File: src/dpg_defines.svh
// Register offsets, field positions, reset values and widths for the
// shared-pin dual port block.
// Assumes it is included by bare name before the package and modules.
`ifndef DPG_DEFINES_SVH
`define DPG_DEFINES_SVH

// ==========================================================
// Widths
`define DPG_PORT_W 8
`define DPG_ADDR_W 4
`define DPG_BUS_W 16

// ==========================================================
// Register offsets
`define DPG_OFF_LOW_PINS 4'h0
`define DPG_OFF_LOW_LATCH 4'h1
`define DPG_OFF_LOW_DIR 4'h2
`define DPG_OFF_MEMCTL 4'h3
`define DPG_OFF_HIGH_DIR 4'h4
`define DPG_OFF_HIGH_PINS 4'h5
`define DPG_OFF_HIGH_LATCH 4'h6

// ==========================================================
// Memory control register fields
`define DPG_MC_BUS_DIS 7
`define DPG_MC_PROG_SEL 6
`define DPG_MC_WAIT_HI 5
`define DPG_MC_WAIT_LO 4
`define DPG_MC_WIDTH_HI 1
`define DPG_MC_WIDTH_LO 0

// ==========================================================
// Reset and constant values
`define DPG_DIR_RESET 8'hff
`define DPG_BYTE_ZERO 8'h00
`define DPG_BUS_ZERO 16'h0000
`define DPG_PAIR_ZERO 2'h0

`endif

File: src/dpg_pkg.sv
// Types shared by the shared-pin dual port block.
// Assumes dpg_defines.svh is on the include path.
`include "dpg_defines.svh"

package dpg_pkg;

    // ======================================================
    // Memory control register contents
    typedef struct packed {
        logic bus_dis;
        logic prog_sel;
        logic [1:0] wait_sel;
        logic [1:0] width_sel;
    } dpg_memctl_t;

    // ======================================================
    // State of one port slice
    typedef struct packed {
        logic [`DPG_PORT_W-1:0] dir;
        logic [`DPG_PORT_W-1:0] latch;
        logic [`DPG_PORT_W-1:0] sync1;
        logic [`DPG_PORT_W-1:0] sync2;
        logic [`DPG_PORT_W-1:0] sync3;
        logic [`DPG_PORT_W-1:0] level;
        logic [`DPG_PORT_W-1:0] pin_o;
        logic [`DPG_PORT_W-1:0] pin_oe_b;
    } dpg_port_state_t;

    // ======================================================
    // State of the top level
    typedef struct packed {
        dpg_memctl_t memctl;
        logic [`DPG_PORT_W-1:0] rdata;
        logic [`DPG_BUS_W-1:0] bus_rdata;
    } dpg_top_state_t;

endpackage

File: src/dpg_port_if.sv
// Carrier between the top level and one port slice.
// Assumes the top decodes registers and the slice owns pins and storage.
`timescale 1ns/1ps
`default_nettype none
`include "dpg_defines.svh"

interface dpg_port_if;
    logic wr_pins;
    logic wr_latch;
    logic wr_dir;
    logic [`DPG_PORT_W-1:0] wdata;
    logic bus_mode;
    logic [`DPG_PORT_W-1:0] bus_out;
    logic [`DPG_PORT_W-1:0] bus_drive;
    logic [`DPG_PORT_W-1:0] dir;
    logic [`DPG_PORT_W-1:0] latch;
    logic [`DPG_PORT_W-1:0] level;

    modport ctl (
        output wr_pins, wr_latch, wr_dir, wdata, bus_mode, bus_out,
        output bus_drive,
        input dir, latch, level
    );

    modport port (
        input wr_pins, wr_latch, wr_dir, wdata, bus_mode, bus_out,
        input bus_drive,
        output dir, latch, level
    );
endinterface

`default_nettype wire

File: src/dpg_port_slice.sv
// One 8-bit shared port: direction, output latch, pin synchroniser and
// the choice between register drive and system bus drive.
// Assumes pin inputs are asynchronous and the top decodes the registers.
`timescale 1ns/1ps
`default_nettype none
`include "dpg_defines.svh"

module dpg_port_slice
    import dpg_pkg::*;
(
    input wire logic mclk,
    input wire logic rst_b,
    input wire logic [`DPG_PORT_W-1:0] pin_i,
    output logic [`DPG_PORT_W-1:0] pin_o,
    output logic [`DPG_PORT_W-1:0] pin_oe_b,
    dpg_port_if.port p
);

    dpg_port_state_t state_reg;
    dpg_port_state_t state_next;

    // ======================================================
    // Next state
    always_comb begin
        state_next = state_reg;
        // Three stages; only the second and third vote on a change.
        state_next.sync1 = pin_i;
        state_next.sync2 = state_reg.sync1;
        state_next.sync3 = state_reg.sync2;
        if (state_reg.sync2 == state_reg.sync3) begin
            state_next.level = state_reg.sync3;
        end
        if (p.wr_pins || p.wr_latch) begin
            state_next.latch = p.wdata; // RQ4 RQ13
        end
        if (p.wr_dir) begin
            state_next.dir = p.wdata;
        end
        if (p.bus_mode) begin
            state_next.pin_o = p.bus_out; // RQ12
            state_next.pin_oe_b = ~p.bus_drive; // RQ12
        end else begin
            state_next.pin_o = state_next.latch & ~state_next.dir; // RQ2
            state_next.pin_oe_b = state_next.dir; // RQ1
        end
        if (!rst_b) begin
            // The latch is left alone so its contents survive a reset.
            state_next.dir = `DPG_DIR_RESET; // RQ10 RQ11
            state_next.sync1 = `DPG_BYTE_ZERO;
            state_next.sync2 = `DPG_BYTE_ZERO;
            state_next.sync3 = `DPG_BYTE_ZERO;
            state_next.level = `DPG_BYTE_ZERO;
            state_next.pin_o = `DPG_BYTE_ZERO;
            state_next.pin_oe_b = `DPG_DIR_RESET;
        end
    end

    always_ff @(posedge mclk) begin
        state_reg <= state_next;
    end

    assign pin_o = state_reg.pin_o;
    assign pin_oe_b = state_reg.pin_oe_b;
    assign p.dir = state_reg.dir;
    assign p.latch = state_reg.latch;
    assign p.level = state_reg.level;

    // ======================================================
    // Checks
    a_gpio_drive_dir: assert property (@(posedge mclk) // RQ1
        disable iff (!rst_b)
        !p.bus_mode && !p.wr_dir |=> pin_oe_b == $past(state_reg.dir))
        else $error("Register mode pin enable does not follow direction.");

    a_gpio_drive_val: assert property (@(posedge mclk) // RQ2
        disable iff (!rst_b)
        !p.bus_mode && !p.wr_dir && !p.wr_latch && !p.wr_pins
        |=> pin_o == ($past(state_reg.latch) & ~$past(state_reg.dir)))
        else $error("Register mode pin value does not follow the latch.");

endmodule

`default_nettype wire

File: src/dpg_gpio_top.sv
// Top of the shared-pin dual port block: register port, memory control
// register, bus pin ownership and the two port slices.
// Assumes a register master on mclk and a bus engine on mclk that
// supplies address, write data and phase for the shared pins.
//
// Notes on behaviour
// RQ1: A direction bit of one turns that pin's driver off so it is input.
// RQ2: A direction bit of zero drives the pin from its output latch bit.
// RQ3: Reading the latch register returns the latch, never the pin level.
// RQ4: Reading the pins register returns pin levels; writing it loads latch.
// RQ5: The ports serve as plain I/O only while the bus-disable bit is set.
// RQ6: In bus mode the low port carries address/data bits seven to zero.
// RQ7: In bus mode the high port carries the high address/data byte.
// RQ8: Sixteen-bit bus mode muxes address and data; eight-bit is address.
// RQ9: After power-on both ports belong to the system bus.
// RQ10: Every direction register resets to all ones on any reset.
// RQ11: The output latches are not set by power-on and kept through resets.
// RQ12: In bus mode direction and latch do not steer the pins.
// RQ13: Pins writes and latch writes land in the same latch storage.
`timescale 1ns/1ps
`default_nettype none
`include "dpg_defines.svh"

module dpg_gpio_top
    import dpg_pkg::*;
(
    input wire logic mclk,
    input wire logic rst_b,
    input wire logic [`DPG_ADDR_W-1:0] reg_addr,
    input wire logic [`DPG_PORT_W-1:0] reg_wdata,
    input wire logic reg_wr,
    input wire logic reg_rd,
    output logic [`DPG_PORT_W-1:0] reg_rdata,
    input wire logic bus_width_16,
    input wire logic bus_addr_phase,
    input wire logic bus_data_drive,
    input wire logic [`DPG_BUS_W-1:0] bus_addr,
    input wire logic [`DPG_BUS_W-1:0] bus_wdata,
    output logic [`DPG_BUS_W-1:0] bus_rdata,
    output logic ext_bus_enabled,
    output logic program_select_bit,
    output logic [1:0] wait_state_sel,
    output logic [1:0] write_width_sel,
    input wire logic [`DPG_PORT_W-1:0] low_port_pin_i,
    output logic [`DPG_PORT_W-1:0] low_port_pin_o,
    output logic [`DPG_PORT_W-1:0] low_port_pin_oe_b,
    input wire logic [`DPG_PORT_W-1:0] high_port_pin_i,
    output logic [`DPG_PORT_W-1:0] high_port_pin_o,
    output logic [`DPG_PORT_W-1:0] high_port_pin_oe_b
);

    dpg_top_state_t state_reg;
    dpg_top_state_t state_next;
    dpg_port_if low_if();
    dpg_port_if high_if();

    logic bus_mode;
    logic [`DPG_BUS_W-1:0] bus_pin_out;
    logic [`DPG_BUS_W-1:0] bus_pin_drive;
    logic hit_low_pins;
    logic hit_low_latch;
    logic hit_low_dir;
    logic hit_memctl;
    logic hit_high_dir;
    logic hit_high_pins;
    logic hit_high_latch;
    logic [`DPG_PORT_W-1:0] memctl_read;

    // ======================================================
    // Address decode
    assign hit_low_pins = reg_addr == `DPG_OFF_LOW_PINS;
    assign hit_low_latch = reg_addr == `DPG_OFF_LOW_LATCH;
    assign hit_low_dir = reg_addr == `DPG_OFF_LOW_DIR;
    assign hit_memctl = reg_addr == `DPG_OFF_MEMCTL;
    assign hit_high_dir = reg_addr == `DPG_OFF_HIGH_DIR;
    assign hit_high_pins = reg_addr == `DPG_OFF_HIGH_PINS;
    assign hit_high_latch = reg_addr == `DPG_OFF_HIGH_LATCH;

    // ======================================================
    // Pin ownership
    // The pins belong to the bus unless software has set bus-disable.
    assign bus_mode = !state_reg.memctl.bus_dis; // RQ5 RQ9

    always_comb begin
        bus_pin_out = `DPG_BUS_ZERO;
        bus_pin_drive = `DPG_BUS_ZERO;
        if (!bus_width_16) begin
            // Eight-bit mode: the shared pins hold address only.
            bus_pin_out = bus_addr; // RQ8
            bus_pin_drive = ~`DPG_BUS_ZERO; // RQ8
        end else if (bus_addr_phase) begin
            bus_pin_out = bus_addr; // RQ6 RQ7
            bus_pin_drive = ~`DPG_BUS_ZERO; // RQ8
        end else if (bus_data_drive) begin
            bus_pin_out = bus_wdata; // RQ6 RQ7
            bus_pin_drive = ~`DPG_BUS_ZERO; // RQ8
        end
    end

    // ======================================================
    // Slice control
    assign low_if.wr_pins = reg_wr && hit_low_pins;
    assign low_if.wr_latch = reg_wr && hit_low_latch;
    assign low_if.wr_dir = reg_wr && hit_low_dir;
    assign low_if.wdata = reg_wdata;
    assign low_if.bus_mode = bus_mode;
    assign low_if.bus_out = bus_pin_out[`DPG_PORT_W-1:0]; // RQ6
    assign low_if.bus_drive = bus_pin_drive[`DPG_PORT_W-1:0];

    assign high_if.wr_pins = reg_wr && hit_high_pins;
    assign high_if.wr_latch = reg_wr && hit_high_latch;
    assign high_if.wr_dir = reg_wr && hit_high_dir;
    assign high_if.wdata = reg_wdata;
    assign high_if.bus_mode = bus_mode;
    assign high_if.bus_out = bus_pin_out[`DPG_BUS_W-1:`DPG_PORT_W]; // RQ7
    assign high_if.bus_drive = bus_pin_drive[`DPG_BUS_W-1:`DPG_PORT_W];

    dpg_port_slice u_low (
        .mclk(mclk),
        .rst_b(rst_b),
        .pin_i(low_port_pin_i),
        .pin_o(low_port_pin_o),
        .pin_oe_b(low_port_pin_oe_b),
        .p(low_if.port)
    );

    dpg_port_slice u_high (
        .mclk(mclk),
        .rst_b(rst_b),
        .pin_i(high_port_pin_i),
        .pin_o(high_port_pin_o),
        .pin_oe_b(high_port_pin_oe_b),
        .p(high_if.port)
    );

    // ======================================================
    // Register file
    // Reserved bits three and two of the memory control register read zero.
    assign memctl_read = {
        state_reg.memctl.bus_dis,
        state_reg.memctl.prog_sel,
        state_reg.memctl.wait_sel,
        `DPG_PAIR_ZERO,
        state_reg.memctl.width_sel
    };

    always_comb begin
        state_next = state_reg;
        state_next.bus_rdata = {high_if.level, low_if.level};
        state_next.rdata = `DPG_BYTE_ZERO;
        if (reg_rd) begin
            case (reg_addr)
                `DPG_OFF_LOW_PINS: begin
                    state_next.rdata = low_if.level; // RQ4
                end
                `DPG_OFF_LOW_LATCH: begin
                    state_next.rdata = low_if.latch; // RQ3
                end
                `DPG_OFF_LOW_DIR: begin
                    state_next.rdata = low_if.dir;
                end
                `DPG_OFF_MEMCTL: begin
                    state_next.rdata = memctl_read;
                end
                `DPG_OFF_HIGH_DIR: begin
                    state_next.rdata = high_if.dir;
                end
                `DPG_OFF_HIGH_PINS: begin
                    state_next.rdata = high_if.level; // RQ4
                end
                `DPG_OFF_HIGH_LATCH: begin
                    state_next.rdata = high_if.latch; // RQ3
                end
                default: begin
                    state_next.rdata = `DPG_BYTE_ZERO;
                end
            endcase
        end
        if (reg_wr && hit_memctl) begin
            state_next.memctl.bus_dis = reg_wdata[`DPG_MC_BUS_DIS];
            state_next.memctl.prog_sel = reg_wdata[`DPG_MC_PROG_SEL];
            state_next.memctl.wait_sel =
                reg_wdata[`DPG_MC_WAIT_HI:`DPG_MC_WAIT_LO];
            state_next.memctl.width_sel =
                reg_wdata[`DPG_MC_WIDTH_HI:`DPG_MC_WIDTH_LO];
        end
        if (!rst_b) begin
            // Every reset hands the pins back to the bus.
            state_next.memctl = '0; // RQ9
            state_next.rdata = `DPG_BYTE_ZERO;
            state_next.bus_rdata = `DPG_BUS_ZERO;
        end
    end

    always_ff @(posedge mclk) begin
        state_reg <= state_next;
    end

    assign reg_rdata = state_reg.rdata;
    assign bus_rdata = state_reg.bus_rdata;
    assign ext_bus_enabled = bus_mode;
    assign program_select_bit = state_reg.memctl.prog_sel;
    assign wait_state_sel = state_reg.memctl.wait_sel;
    assign write_width_sel = state_reg.memctl.width_sel;

    // ======================================================
    // Checks on direction, latch and read-back
    a_dir_reset_low: assert property (@(posedge mclk) disable iff (!rst_b)
        $rose(rst_b) |-> low_if.dir == `DPG_DIR_RESET) // RQ10
        else $error("Low direction did not reset to all ones.");

    a_dir_reset_high: assert property (@(posedge mclk) disable iff (!rst_b)
        $rose(rst_b) |-> high_if.dir == `DPG_DIR_RESET) // RQ10
        else $error("High direction did not reset to all ones.");

    a_reset_pins_input: assert property (@(posedge mclk)
        disable iff (!rst_b) // RQ1
        $rose(rst_b) |-> low_port_pin_oe_b == `DPG_DIR_RESET &&
        high_port_pin_oe_b == `DPG_DIR_RESET)
        else $error("Pins driven straight after reset.");

    a_latch_keep_reset: assert property (@(posedge mclk)
        disable iff (1'b0) // RQ11
        !rst_b && $past(rst_b)
        |=> low_if.latch == $past(low_if.latch))
        else $error("Low latch changed across a reset.");

    a_latch_readback: assert property (@(posedge mclk) disable iff (!rst_b)
        reg_rd && hit_low_latch |=> reg_rdata == $past(low_if.latch)) // RQ3
        else $error("Latch read does not return latch contents.");

    a_pins_readback: assert property (@(posedge mclk) disable iff (!rst_b)
        reg_rd && hit_high_pins |=> reg_rdata == $past(high_if.level)) // RQ4
        else $error("Pins read does not return pin levels.");

    a_pins_write_latch: assert property (@(posedge mclk)
        disable iff (!rst_b) // RQ4
        reg_wr && hit_low_pins |=> low_if.latch == $past(reg_wdata))
        else $error("Pins write did not load the low latch.");

    a_shared_latch: assert property (@(posedge mclk)
        disable iff (!rst_b) // RQ13
        reg_wr && hit_high_pins ##2 reg_rd && hit_high_latch
        |=> reg_rdata == $past(reg_wdata, 3))
        else $error("Pins write not visible through latch read.");

    a_rdata_one_cycle: assert property (@(posedge mclk) disable iff (!rst_b)
        !reg_rd |=> reg_rdata == `DPG_BYTE_ZERO)
        else $error("Read data held outside the answer cycle.");

    // ======================================================
    // Checks on pin ownership
    a_bus_reset_owner: assert property (@(posedge mclk)
        disable iff (!rst_b) // RQ9
        $rose(rst_b) |-> ext_bus_enabled ##1 low_port_pin_oe_b ==
        ~$past(bus_pin_drive[`DPG_PORT_W-1:0]))
        else $error("Ports not owned by the bus after reset.");

    a_gpio_only_dis: assert property (@(posedge mclk)
        disable iff (!rst_b) // RQ5
        reg_wr && hit_memctl && reg_wdata[`DPG_MC_BUS_DIS]
        |=> !ext_bus_enabled)
        else $error("Bus-disable write did not release the pins.");

    a_bus_ignores_regs: assert property (@(posedge mclk)
        disable iff (!rst_b) // RQ12
        bus_mode && bus_width_16 && !bus_addr_phase && !bus_data_drive
        |=> high_port_pin_oe_b == `DPG_DIR_RESET)
        else $error("Register state drove pins during bus mode.");

    a_low_addr_byte: assert property (@(posedge mclk)
        disable iff (!rst_b) // RQ6
        bus_mode && bus_width_16 && bus_addr_phase
        |=> low_port_pin_o == $past(bus_addr[`DPG_PORT_W-1:0]) &&
        low_port_pin_oe_b == `DPG_BYTE_ZERO)
        else $error("Low port does not carry the low address byte.");

    a_high_data_byte: assert property (@(posedge mclk)
        disable iff (!rst_b) // RQ7
        bus_mode && bus_width_16 && !bus_addr_phase && bus_data_drive
        |=> high_port_pin_o == $past(bus_wdata[`DPG_BUS_W-1:`DPG_PORT_W]))
        else $error("High port does not carry the high data byte.");

    a_addr_only_8bit: assert property (@(posedge mclk)
        disable iff (!rst_b) // RQ8
        rst_b && bus_mode && !bus_width_16
        |=> high_port_pin_o == $past(bus_addr[`DPG_BUS_W-1:`DPG_PORT_W]) &&
        high_port_pin_oe_b == `DPG_BYTE_ZERO)
        else $error("Eight-bit bus mode put data on the pins.");

    a_high_addr_byte: assert property (@(posedge mclk) // RQ7
        disable iff (!rst_b)
        bus_mode && bus_width_16 && bus_addr_phase
        |=> high_port_pin_o ==
        $past(bus_addr[`DPG_BUS_W-1:`DPG_PORT_W]))
        else $error("High port does not carry the high address byte.");

    a_low_data_byte: assert property (@(posedge mclk) // RQ6
        disable iff (!rst_b)
        bus_mode && bus_width_16 && !bus_addr_phase && bus_data_drive
        |=> low_port_pin_o ==
        $past(bus_wdata[`DPG_PORT_W-1:0]))
        else $error("Low port does not carry the low data byte.");

    // Sampled reset in the antecedent keeps the release edge out, since
    // the pins still hold their reset values there.
    a_low_addr_8bit: assert property (@(posedge mclk) // RQ8
        disable iff (!rst_b)
        rst_b && bus_mode && !bus_width_16
        |=> low_port_pin_o ==
        $past(bus_addr[`DPG_PORT_W-1:0]))
        else $error("Eight-bit bus mode lost the low address byte.");

    // ======================================================
    // Checks on memory control, the remaining read paths and the high latch write
    a_memctl_reset: assert property (@(posedge mclk) // RQ9
        disable iff (!rst_b)
        $rose(rst_b) |-> !program_select_bit &&
        wait_state_sel == `DPG_PAIR_ZERO &&
        write_width_sel == `DPG_PAIR_ZERO)
        else $error("Memory control not cleared by reset.");

    a_memctl_write: assert property (@(posedge mclk) // RQ5
        disable iff (!rst_b)
        reg_wr && hit_memctl
        |=> wait_state_sel ==
        $past(reg_wdata[`DPG_MC_WAIT_HI:`DPG_MC_WAIT_LO]))
        else $error("Memory control write did not land.");

    a_dir_readback: assert property (@(posedge mclk) // RQ1
        disable iff (!rst_b)
        reg_rd && hit_low_dir
        |=> reg_rdata == $past(low_if.dir))
        else $error("Direction read does not return direction.");

    a_low_pins_read: assert property (@(posedge mclk) // RQ4
        disable iff (!rst_b)
        reg_rd && hit_low_pins
        |=> reg_rdata == $past(low_if.level))
        else $error("Low pins read does not return pin levels.");

    a_high_latch_read: assert property (@(posedge mclk) // RQ3
        disable iff (!rst_b)
        reg_rd && hit_high_latch
        |=> reg_rdata == $past(high_if.latch))
        else $error("High latch read does not return the latch.");

    a_high_latch_write: assert property (@(posedge mclk) // RQ13
        disable iff (!rst_b)
        reg_wr && hit_high_latch
        |=> high_if.latch == $past(reg_wdata))
        else $error("Latch write did not load the high latch.");

endmodule

`default_nettype wire

File: config.mk
export PLATFORM = sky130hd
export DESIGN_NAME = dpg_gpio_top
export DESIGN_NICKNAME = d
export VERILOG_FILES = /design/src/dpg_pkg.sv /design/src/dpg_port_if.sv /design/src/dpg_port_slice.sv /design/src/dpg_gpio_top.sv
export VERILOG_INCLUDE_DIRS = /design/src
export SDC_FILE = /design/constraint.sdc
export NUM_CORES = 1
export LEC_CHECK = 0
export BUFFER_PORTS_ARGS = -buffer_cell sky130_fd_sc_hd__buf_2
export CORE_UTILIZATION = 30
export CTS_BUF_LIST = sky130_fd_sc_hd__clkbuf_16
export DETAILED_ROUTE_END_ITERATION = 6
export SLEW_MARGIN = 40
export SYNTH_ARGS = -nofsm -noshare
export SYNTH_HDL_FRONTEND = slang
export SYNTH_SLANG_ARGS = --single-unit
export TNS_END_PERCENT = 30
File: constraint.sdc
create_clock -name mclk -period 2.25 [get_ports mclk]
set_clock_uncertainty 0.05 [all_clocks]
set_input_delay 0.3375 -clock mclk [delete_from_list [all_inputs] [get_ports mclk]]
set_output_delay 0.3375 -clock mclk [all_outputs]
set_load 0.05 [all_outputs]
==> Yosys cells after proc, flatten, opt, wreduce, memory -nomap -nowiden <==
Cells that the tools add are included.
{ "word_totals": {"wordCells": 61, "inputBits": 67, "register_bits": 158} }
{ "op_classes": {"n_mux": 13, "reduce_logical": 12, "n_eq_ne": 8, "bitwise_logic": 6} }
{ "ops": {"columns": ["operator", "count"], "rows": [
  ["2-to-1 mux 16 bit", 8],
  ["case mux 8 bit (7 select lines)", 1],
  ["2-to-1 mux 8 bit", 4],
  ["NOT 8 bit", 4],
  ["bitwise AND 8 bit", 2],
  ["== test 8 bit", 2],
  ["== test 4 x 3 -> 1 bit, second input constant", 3],
  ["== test 4 x 2 -> 1 bit, second input constant", 2],
  ["logical AND 1 bit", 7],
  ["== test 4 x 1 -> 1 bit, second input constant", 1],
  ["logical NOT 4 bit", 1],
  ["logical OR 1 bit", 2],
  ["AND reduction 2 bit", 1],
  ["logical NOT 1 bit", 1]
]} }

==> Longest topological paths before layout <==
Gate-level depths: netlist (run 1).
{ "depth": {"word_depth": 6, "mapped_depth": 7} }

==> Modules after synthesis <==
A second synthesis (run 1) with hierarchy kept.
{ "hier_totals": {"cells_unflattened": 708, "area_unflattened_um2": 6806.5} }
{ "by_module_without_submodules": {"columns": ["mod", "cells_per_inst", "seq_area_each_um2", "area_each_um2", "n_inst"], "rows": [
  ["dpg_port_slice", 239, 1281.2, 2479.9, 2],
  ["dpg_gpio_top", 230, 600.6, 1846.8, 1]
]} }

==> Worst setup path before layout (run 1) <==
OpenSTA, ideal clock, no wires.
{ "synth_path": {"kind": "input-to-reg", "start": "input port reg_addr[1]", "end": "register u_high.state_reg, in the netlist u_high.p.dir[1]", "path_stages": 5, "arrival_time_ns": 1.537, "n_path_buf": 2, "slack_ns": 0.539, "path_cell_list": "buf_6 -> or3_1 -> buf_6 -> mux2_4 -> or2_2"} }
{ "synth_via": {"elab_chain_len": 3} }
{ "synth_lines": {"columns": ["element", "line_no", "rtl"], "rows": [
  ["start: declaration", "dpg_gpio_top.sv:29", "input wire logic [`DPG_ADDR_W-1:0] reg_addr,"],
  ["== test 4 x 3 -> 1 bit", null, null],
  ["logical AND 1 bit", "dpg_gpio_top.sv:112", "assign high_if.wr_dir = reg_wr && hit_high_dir;"],
  ["2-to-1 mux 8 bit", "dpg_port_slice.sv:36", "if (p.wr_dir) begin"],
  ["end signal: assignment", "dpg_port_slice.sv:59", "state_reg <= state_next;"],
  ["end: declaration", "dpg_port_slice.sv:19", "dpg_port_state_t state_reg;"]
]} }
No other way between the ends.
A chain may end at the register's enable or synchronous reset.

==> Worst setup path in the final report (run 1) <==
{ "layout_path": {"start": "input port reg_addr[3]", "end": "register u_high.state_reg, in the netlist u_high.pin_o[5]"} }
{ "layout_via": {"elab_chain_len": 6, "elab_cells_between_ends": 12} }
{ "layout_lines": {"columns": ["element", "line_no", "rtl"], "rows": [
  ["== test 4 x 3 -> 1 bit", null, null],
  ["logical AND 1 bit, on equally long branches", "dpg_gpio_top.sv:110, dpg_gpio_top.sv:111, dpg_gpio_top.sv:112", null],
  ["logical OR 1 bit / 2-to-1 mux 8 bit (equally long branches)", "dpg_port_slice.sv:33, dpg_port_slice.sv:36", null],
  ["2-to-1 mux 8 bit / NOT 8 bit (equally long branches)", "dpg_port_slice.sv:33, dpg_port_slice.sv:43", null],
  ["bitwise AND 8 bit *", "dpg_port_slice.sv:43", "state_next.pin_o = state_next.latch & ~state_next.dir;"],
  ["2-to-1 mux 16 bit *", "dpg_port_slice.sv:39", "if (p.bus_mode) begin"]
]} }
Mark *: on every way between the ends. The rest lies on a longest branch, timed or not.

==> impl_results.md, run 1 <==
- Vias: 4091
- Unrepaired setup endpoints after global routing: no
- H-tree Lvls: 4
- Most common cell in the netlist: dfxtp_1
- Slew Limit Fails: 0
- Cts hold-fix bufs: 0
- Die width: 144 um
- Hold Path Cell Cnt: 2
- First-pass GRT wire length: approximately 22 mm
- Initial core utilization: 0.308
- Postcts setup bufs: 0
- Die Y: 144 um
- FF-to-FF End: u_high.p.level[3]
- Register area share after synthesis: 0.524
- Layout cells sized above 1: 0.307
- Clk_lat worst skew: 0.42 ns
- I/O Pins: 129
- Post-synth net total: ~640
- Outcome: finished clean
- CTS Buf Count: 17
- Post_cts resized: 0
- Critical Path End Type: flop
- Hold Path Sink: u_high.state_reg[44]
- Initial DRC count: 194
- Syn avg cell area: 10.6 um2
- N_diodes: 0
- Routed wire length: 14.3 mm
- Initial antenna violation count: 0
- Routed vias/inst: approximately 4.4
- Max_slew headroom: 0.576
- Vias in the first global route: 3967
- Hold Startpoint: high_port_pin_i[4]
- Worst-Margin Slew: 0.636 ns
- Ratio of final minimum period to clock period: 0.762
- Ys flop type: dfxtp_1
- Final TNS setup: 0 ns
- Min Tclk post-route: approximately 1.7 ns
- Placeable Area: 19600 um2
- Clock buffer depth: 2
- Die area: 20700 um2
- TritonCTS clock tree: built
- Post-synth EDFFs: 0
- Total grt overflow: 0
- Register area: roughly 3200 um2
- Nets: 727
- CTS Sinks: 158
- Setup violations, final: 0
- Warnings from Yosys: 0
- Multi-input gate area: between 2000 and 2500 um2
- Inst Count DP: 906
- Crit-path max FO: 8
- Path depth of the worst reg2reg path: 4
- WP data arrival: 1.97 ns
- Cells after Synth: 570
- MaxCap Viol Count: 0
- DRC violations left: 0
- Crit start category: input port
- Dpl hpwl: about 11 mm
- Min-Delay Path Class: in -> reg
- Pleak: between 3 and 4 nW
- TritonRoute pass-1 iters: 6
- R2r setup slk: 0.65 ns
- WP data required: 2.51 ns
- Placer Congestion: 0.785
- Fill count: about 2000
- RR Startpoint: u_high.state_reg[27]
- Root buffer selected by CTS: clkbuf_16
- Worst-path clk slew: approximately 0.05 ns
- #FFs+latches synth: between 150 and 200
- Row cnt: 51
- Cell taking the most area after synthesis: dfxtp_1
- Gr usage total: 0.144
- Top post-synthesis cells by area: dfxtp_1, and2_1, mux2i_1
- Non-filler cells, final: 936
- Area growth, synth to finish: 18.7%
- PwrDens: 860 nW/um2
- Cell area after synthesis: 6030 um2
- Synth top cells by count: dfxtp_1, and2_1, buf_4
- Remaining antenna violation count: 0
- Final Hold Fails: 0
- WL per Instance: 15.3 um
- Input/output buffers: 128
- Post-synth ARST share: 0
- Netlist cell types: 40
- Worst VDD drop: 0.429 mV
- Largest net degree at the start of global routing: 53
- Synth top area share: 0.524
- Worst setup path class: in -> reg
- FMAX: 583 MHz
cell type report:
cell class	count	area share
Timing Repair Buffer	142	0.104
Inverter	19	0.00996
Sequential cell	158	0.442
Clock buffer	17	0.0594
Multi-Input combinational cell	322	0.329
Clock inverter	13	0.00909
Tap cell	265	0.0463
where the power goes:
| group | internal, mW | switching, mW | total [mW] |
|---|---|---|---|
| Clock | 1.36 | 1.06 | 2.42 |
| Sequential | 2.96 | 0.0721 | 3.03 |
| Combinational | 0.255 | 0.458 | 0.713 |
placed cells by master, fill, tap and decap left out, drive strengths merged, types with 3 or more instances in the layout:
cell type	Yosys	routed
mux2i	31	31
nand2	22	22
a211oi	4	4
buf	46	142
dfxtp	158	158
nor2b	4	4
o32ai	15	15
or2	15	15
mux4	6	6
nor2	16	16
clkbuf	25	17
and3	16	16
a21o	15	15
a21oi	20	20
o21ai	18	18
and2	65	65
o31ai	17	17
nand3	3	3
mux2	18	18
nand4	4	4
clkinv	0	6
inv	19	24
xnor2	16	16
worst max-delay path by stage:
stage / depth (start not counted) / endpoint / from / slack [ns]
after floorplan: 5 / u_high.p.dir[1] / reg_addr[1] / 0.54
after detailed placement: 5 / u_high.pin_o[5] / reg_addr[3] / 0.12
after global placement: 5 / u_high.p.dir[4] / reg_addr[3] / 0.16
final: 5 / u_high.pin_o[5] / reg_addr[3] / 0.54
after global routing: 4 / u_low.p.level[6] / u_low.state_reg[25] / 0.37
after CTS: 5 / u_high.pin_o[5] / reg_addr[3] / 0.56
metrics by stage:
step	power (mW)	instance area (um2)	setup WS [ns]	util	hold slack (ns)
5_1_grt	6.42	7160	0.373	0.366	0.0612
4_1_cts	6.24	7160	0.559	0.366	0.0510
3_3_place_gp	3.81	6670	0.157	0.340	0.367
3_5_place_dp	3.81	6670	0.119	0.340	0.369
2_1_floorplan	3.63	6030	0.539	-	0.362
6_report	6.16	7160	0.536	0.366	0.0679
worst max-delay path, stage by stage:
cell and delay, ns:
buf_2 0.11, nand3b_1 0.21, or3_1 0.62, mux2_4 0.41
o32ai_1 0.28
layer usage:
layer | global-route usage | vias to the layer above | part of all wire
li1 | - | 2091 | -
met1 | 0.187 | 1893 | 0.46
met2 | 0.224 | 85 | 0.47
met3 | 0.0327 | 22 | 0.039
met4 | 0.0728 | 0 | 0.022
met5 | 0 | - | 0
cells by family after synthesis:
group / Yosys count / synth area share
AO/OA/AOI/OAI: 98 / 0.112
XOR/XNOR: 16 / 0.0232
buffers and inverters: 90 / 0.0850
flip-flops: 158 / 0.524
multiplexers: 55 / 0.112
AND/OR/NAND/NOR: 153 / 0.143
Note: power is estimated with default switching activity, not from simulation.
==> run 2, diff against run 1 <==
==> constraint.sdc (replaced) <==
create_clock -name mclk -period 1.7 [get_ports mclk]
set_clock_uncertainty 0.05 [all_clocks]
set_input_delay 0.255 -clock mclk [delete_from_list [all_inputs] [get_ports mclk]]
set_output_delay 0.255 -clock mclk [all_outputs]
set_load 0.05 [all_outputs]
==> run 2 against run 1 <==
Effect of this change: global-route usage increased by 0.35 points; cell count increased by 3.8%; worst setup slack got worse by 0.33 ns; count of clock-buffer cells in the layout unchanged; clock power increased by 58%; wire length increased by 2.3%; critical endpoint is now ext_bus_enabled; highest routed layer unchanged.
==> impl_results.md, run 2 (synthesized netlist as in run 1, its figures left out) <==
- MaxCap Viol Count: 0 (unchanged)
- WL per Instance: 15.1 um (-1.5%)
- Setup ws final: 0.210 ns (-0.326 ns)
- Input/output buffers: 128 (unchanged)
- Critical Path End Type: output pin
- Largest net degree at the start of global routing: 81 (+53%)
- Routed vias/inst: 4.34 (-0.78%)
- R2r setup slk: 0.31 ns (-0.34 ns)
- Worst-Margin Slew: 0.651 ns (+0.0149 ns)
- WP data required: 1.39 ns (-1.12 ns)
- Die area: 20700 um2 (unchanged)
- WP data arrival: 1.18 ns (-0.79 ns)
- Row cnt: 51 (unchanged)
- Delay-heaviest family, CP: buffers and inverters
- CTS Sinks: 158 (unchanged)
- Crit-path max FO: 5 (-3)
- Clock buffer depth: 2 (unchanged)
- Final TNS setup: 0 ns (unchanged)
- DRC violations left: 0 (unchanged)
- Nets: 760 (+4.5%)
- Worst VDD drop: 0.650 mV (+51%)
- Gr usage total: 0.148 (+0.00350)
- Worst-path cell chain: inv_1, buf_2
- CP max stage delay: 0.35 ns (-0.27 ns)
- I/O Pins: 129 (unchanged)
- Placer Congestion: 0.796 (+1.4%)
- Outcome: finished clean
- Worst slack, placed: -0.145 ns (-0.264 ns)
- CTS Buf Count: 17 (unchanged)
- Commonest non-fill, non-tap cells in the layout: dfxtp_1, buf_2, and2_1
- Initial antenna violation count: 1 (+1)
- TritonRoute pass-1 iters: 4 (-2)
- Worst setup path class: reg -> out
- Slowest CP cell: dfxtp_1
- Final Hold Fails: 0 (unchanged)
- Placeable Area: 19600 um2 (unchanged)
- Min Tclk post-route: 1.49 ns
- H-tree Lvls: 4 (unchanged)
- Slew Limit Fails: 0 (unchanged)
- Max_slew headroom: 0.566 (-0.00993)
- First-pass GRT wire length: 22.5 mm (+3.0%)
- Postcts setup bufs: 0 (unchanged)
- Ratio of final minimum period to clock period: 0.876
- Area growth, synth to finish: 25.9%
- Min-Delay Path Class: in -> reg
- TritonCTS clock tree: built
- Root buffer selected by CTS: clkbuf_16
- Initial core utilization: 0.308 (unchanged)
- FMAX: 671 MHz
- Routed wire length: 14.6 mm (+2.3%)
- Post_cts resized: 0 (unchanged)
- WP buf/inv: 2 (+1)
- Crit start category: flop
- Vias: 4215 (+3.0%)
- Layout cells sized above 1: 0.324 (+0.0174)
- Vias in the first global route: 4170 (+5.1%)
- Unrepaired setup endpoints after global routing: no
- Remaining antenna violation count: 0 (unchanged)
- Initial DRC count: 223 (+15%)
- PwrDens: 1170 nW/um2 (+35%)
- Clk_lat worst skew: 0.42 ns (about the same)
- Commonest non-fill, non-tap cell in the layout: dfxtp_1
- Dpl hpwl: 11.0 mm (+2.6%)
- Die width: 144 um (unchanged)
- Pleak: 3.35 nW (+6.0%)
- Setup violations, final: 0 (unchanged)
- Worst-path clk slew: 0.06 ns (about the same)
- Total grt overflow: 0 (unchanged)
- Die Y: 144 um (unchanged)
- Hold_ws: 0.0444 ns (-0.0235 ns)
==> run 2: stage by stage <==
stage | utilization | std cells | power (mW) | cell area [um2]
after floorplan | - | 570 | 4.81 | 6030
after global placement | 0.349 | 923 | 5.09 | 6840
after detailed placement | 0.349 | 923 | 5.09 | 6840
after CTS | 0.388 | 971 | 8.94 | 7590
after global routing | 0.388 | 972 | 9.23 | 7590
final | 0.388 | 972 | 8.85 | 7590
==> run 2: layer usage <==
layer	track usage	vias up	part of all wire
met4	0.0717	0	0.027
met2	0.231	99	0.46
met3	0.0370	22	0.039
li1	-	2156	-
met5	0	-	0
met1	0.189	1938	0.47
==> run 2: tightest hold or removal path, delay by kind of cell <==
family                 cells  cell delay (ns)
buffers and inverters      1             0.07
AOI/OAI and AO/OA          2             0.15
==> run 2: timing repair <==
item	in CTS	in global routing
hold buffers	16	0
setup endpoints to repair	0	0
hold endpoints to repair	16	0
==> run 2: path summary, 6_finish.rpt <==
kind,startpoint,to,cells past startpoint
worst max-delay path,memctl_read[7],ext_bus_enabled,2
worst min-delay path,bus_addr[12],u_high.pin_o[4],3
worst max register to register,memctl_read[7],u_low.pin_o[7],2
worst min register to register,u_high.state_reg[47],u_high.state_reg[39],1
==> run 2: area by class of cell <==
cell class	count	area, um2
clock inverters	15	171
diodes	1	2.50
fillers	2000	12000
clock buffers	17	425
inverters	19	71.3
flip-flops and latches	158	3160
well taps	265	332
multi-input cells	322	2360
repair buffers	175	1070
==> run 2: where the power goes <==
group | internal, mW | switching (mW)
clock network | 2.30 | 1.52
logic | 0.398 | 0.619
registers | 3.92 | 0.0971
total | 6.61 | 2.23
==> run 3, diff against run 2 <==
--- a/config.mk
+++ b/config.mk
@@ -10,6 +10,7 @@
 export CORE_UTILIZATION = 30
 export CTS_BUF_LIST = sky130_fd_sc_hd__clkbuf_16
 export DETAILED_ROUTE_END_ITERATION = 6
+export PLACE_DENSITY = 0.52
 export SLEW_MARGIN = 40
 export SYNTH_ARGS = -nofsm -noshare
 export SYNTH_HDL_FRONTEND = slang
==> run 3 against run 2 <==
Effect of this change: cell count increased by 0.21%; design area shrank 0.58%; first-iteration DRC count is 17% lower; global-route usage increased by 0.12 points; sequential power about the same; maximum frequency rose by 1.2%; register-to-register slack is essentially flat; non-clock buffer count up 3; worst setup slack improved by 0.018 ns; flip-flop and latch count did not move; critical path type unchanged; largest cell class unchanged.
==> impl_results.md, run 3 (synthesized netlist as in run 1, its figures left out) <==
- WP data arrival: 1.17 ns (about the same)
- Min Tclk post-route: 1.47 ns (-0.0184 ns)
- Routed wire length: 14.9 mm (+2.0%)
- Final Util: 0.385 (-0.00223)
- Flop pwr share: 0.466 (+0.013)
- Die area: 20700 um2 (unchanged)
- Outcome: finished clean
- Critical path origin: memctl_read[7]
- WP data required: 1.39 ns (about the same)
- WL per Instance: 15.3 um (+1.8%)
- Min-Delay Path Class: in -> reg
- Die width: 144 um (unchanged)
- Inst Count DP: 926 (+0.33%)
- H-tree Lvls: 4 (unchanged)
- Input/output buffers: 128 (unchanged)
- Slowest CP cell: dfxtp_1
- CTS Buf Count: 17 (unchanged)
- Root buffer selected by CTS: clkbuf_16
- Layout cells sized above 1: 0.324 (about the same)
- Net Sw Frac: 0.253 (+0.00102)
- TritonCTS clock tree: built
- NetSw: 2.19 mW (-2.2%)
- TritonRoute pass-1 iters: 5 (+1)
- Hold Startpoint: bus_addr[10]
- Total grt overflow: 0 (unchanged)
- CTS Sinks: 158 (unchanged)
- DP Area: 6830 um2 (about the same)
- Die Y: 144 um (unchanged)
- PwrDens: 1140 nW/um2 (-2.0%)
- WP buf/inv: 2 (unchanged)
- Max_slew headroom: 0.560 (-0.00605)
- Gr usage total: 0.149 (+0.00116)
- Post-layout instance area: 7550 um2 (-0.58%)
- Remaining antenna violation count: 0 (unchanged)
- Combinational cell fraction of total power: 0.118 (+0.003)
- Worst VDD drop: 0.586 mV (-9.9%)
- Fill count: 2005 (+0.25%)
- Initial DRC count: 186 (-17%)
- Multi-input gate area: 2360 um2 (unchanged)
- Setup ws final: 0.229 ns (+0.0184 ns)
- Vias in the first global route: 4241 (+1.7%)
- Internal Power: 6.44 mW (-2.7%)
- Placer Congestion: 0.801 (+0.63%)
- FMAX: 680 MHz (+1.2%)
- RR Startpoint: memctl_read[7]
- I/O Pins: 129 (unchanged)
- Worst slack, placed: -0.149 ns (-0.00325 ns)
- Worst setup path class: reg -> out
- Ratio of final minimum period to clock period: 0.866 (-0.0108)
- Setup violations, final: 0 (unchanged)
- Final Hold Fails: 0 (unchanged)
- Worst-Margin Slew: 0.660 ns (+0.00907 ns)
- Placeable Area: 19600 um2 (unchanged)
- DRC violations left: 0 (unchanged)
- Crit start category: flop
- Post_cts resized: 0 (unchanged)
- Worst-path cell chain: inv_1, buf_2
- Clk_lat worst skew: 0.42 ns (about the same)
- Worst-path clk slew: 0.06 ns (about the same)
- Dpl hpwl: 11.4 mm (+4.2%)
- N_diodes: 0 (-1)
- Postcts setup bufs: 0 (unchanged)
- MaxCap Viol Count: 0 (unchanged)
- Initial core utilization: 0.308 (unchanged)
- Unrepaired setup endpoints after global routing: no
- Area growth, synth to finish: 25.1%
- Nets: 763 (+0.39%)
- Pleak: 3.35 nW (about the same)
- First-pass GRT wire length: 22.7 mm (+1.1%)
- Slew Limit Fails: 0 (unchanged)
- Vias: 4356 (+3.3%)
- Routed vias/inst: 4.47 (+3.1%)
- Commonest non-fill, non-tap cells in the layout: dfxtp_1, buf_2, and2_1
- Largest net degree at the start of global routing: 36 (-56%)
- Commonest non-fill, non-tap cell in the layout: dfxtp_1
- Delay-heaviest family, CP: buffers and inverters
- Clk network pwr share: 0.416 (-0.016)
- Register area: 3160 um2 (unchanged)
- Clock buffer depth: 2 (unchanged)
- Non-filler cells, final: 974 (+0.21%)
- Crit-path max FO: 5 (unchanged)
- Row cnt: 51 (unchanged)
- CP max stage delay: 0.35 ns (about the same)
- Initial antenna violation count: 0 (-1)
- Critical Path End Type: output pin
## run 3: cell types whose count changed in the layout (fill, tap and decap cells not counted), sizes merged
cell    delta
bufinv     -1
buf        +3
diode      -1
clkinv     +1
## run 3: routing by layer
metal	vias to the layer above	wire length, um	GRT usage
met5	-	0	0
met4	0	228	0.0577
met3	16	734	0.0347
met2	106	7230	0.237
met1	2074	6720	0.194
li1	2160	-	-
## run 3: worst min-delay path, cell delays in order
cell,delay [ns]
buf_2,0.07
a21oi_1,0.05
o32ai_1,0.09
## run 3: repair_timing
| item | 4_1_cts | 5_1_grt |
|---|---|---|
| hold buffers | 16 | 0 |
| endpoints found under the hold margin | 16 | 0 |
| setup endpoints to repair | 0 | 0 |
## run 3: worst paths after layout
path | to | slack (ns) | cells past startpoint
worst min-delay path | u_high.pin_o[2] | 0.04 | 3
worst max-delay path | ext_bus_enabled | 0.23 | 2
worst min register to register | u_high.state_reg[39] | 0.38 | 1
worst max register to register | u_low.pin_o[6] | 0.32 | 2
## run 3: power by group through the flow
stage / Combinational [mW] / Clock, mW / Sequential (mW)
2_1_floorplan: 0.720 / 0 / 4.09
3_3_place_gp: 0.979 / 0 / 4.10
3_5_place_dp: 0.993 / 0 / 4.10
4_1_cts: 1.03 / 3.66 / 4.02
5_1_grt: 1.10 / 3.84 / 4.04
6_report: 1.02 / 3.59 / 4.02
## run 3: per-stage QoR
stage | hold WS, ns | TNS, ns | total power [mW]
6_report | 0.0445 | 0 | 8.62
5_1_grt | 0.0402 | 0 | 8.98
4_1_cts | 0.0380 | 0 | 8.71
3_5_place_dp | 0.369 | -3.21 | 5.10
3_3_place_gp | 0.370 | -2.31 | 5.08
2_1_floorplan | 0.332 | 0 | 4.81
## run 3: layout make-up
type,instances,area share
multi-input cells,322,0.312
inverters,19,0.00944
flip-flops and latches,158,0.419
repair buffers,178,0.142
clock inverters,15,0.0176
clock buffers,17,0.0563
well taps,265,0.0439
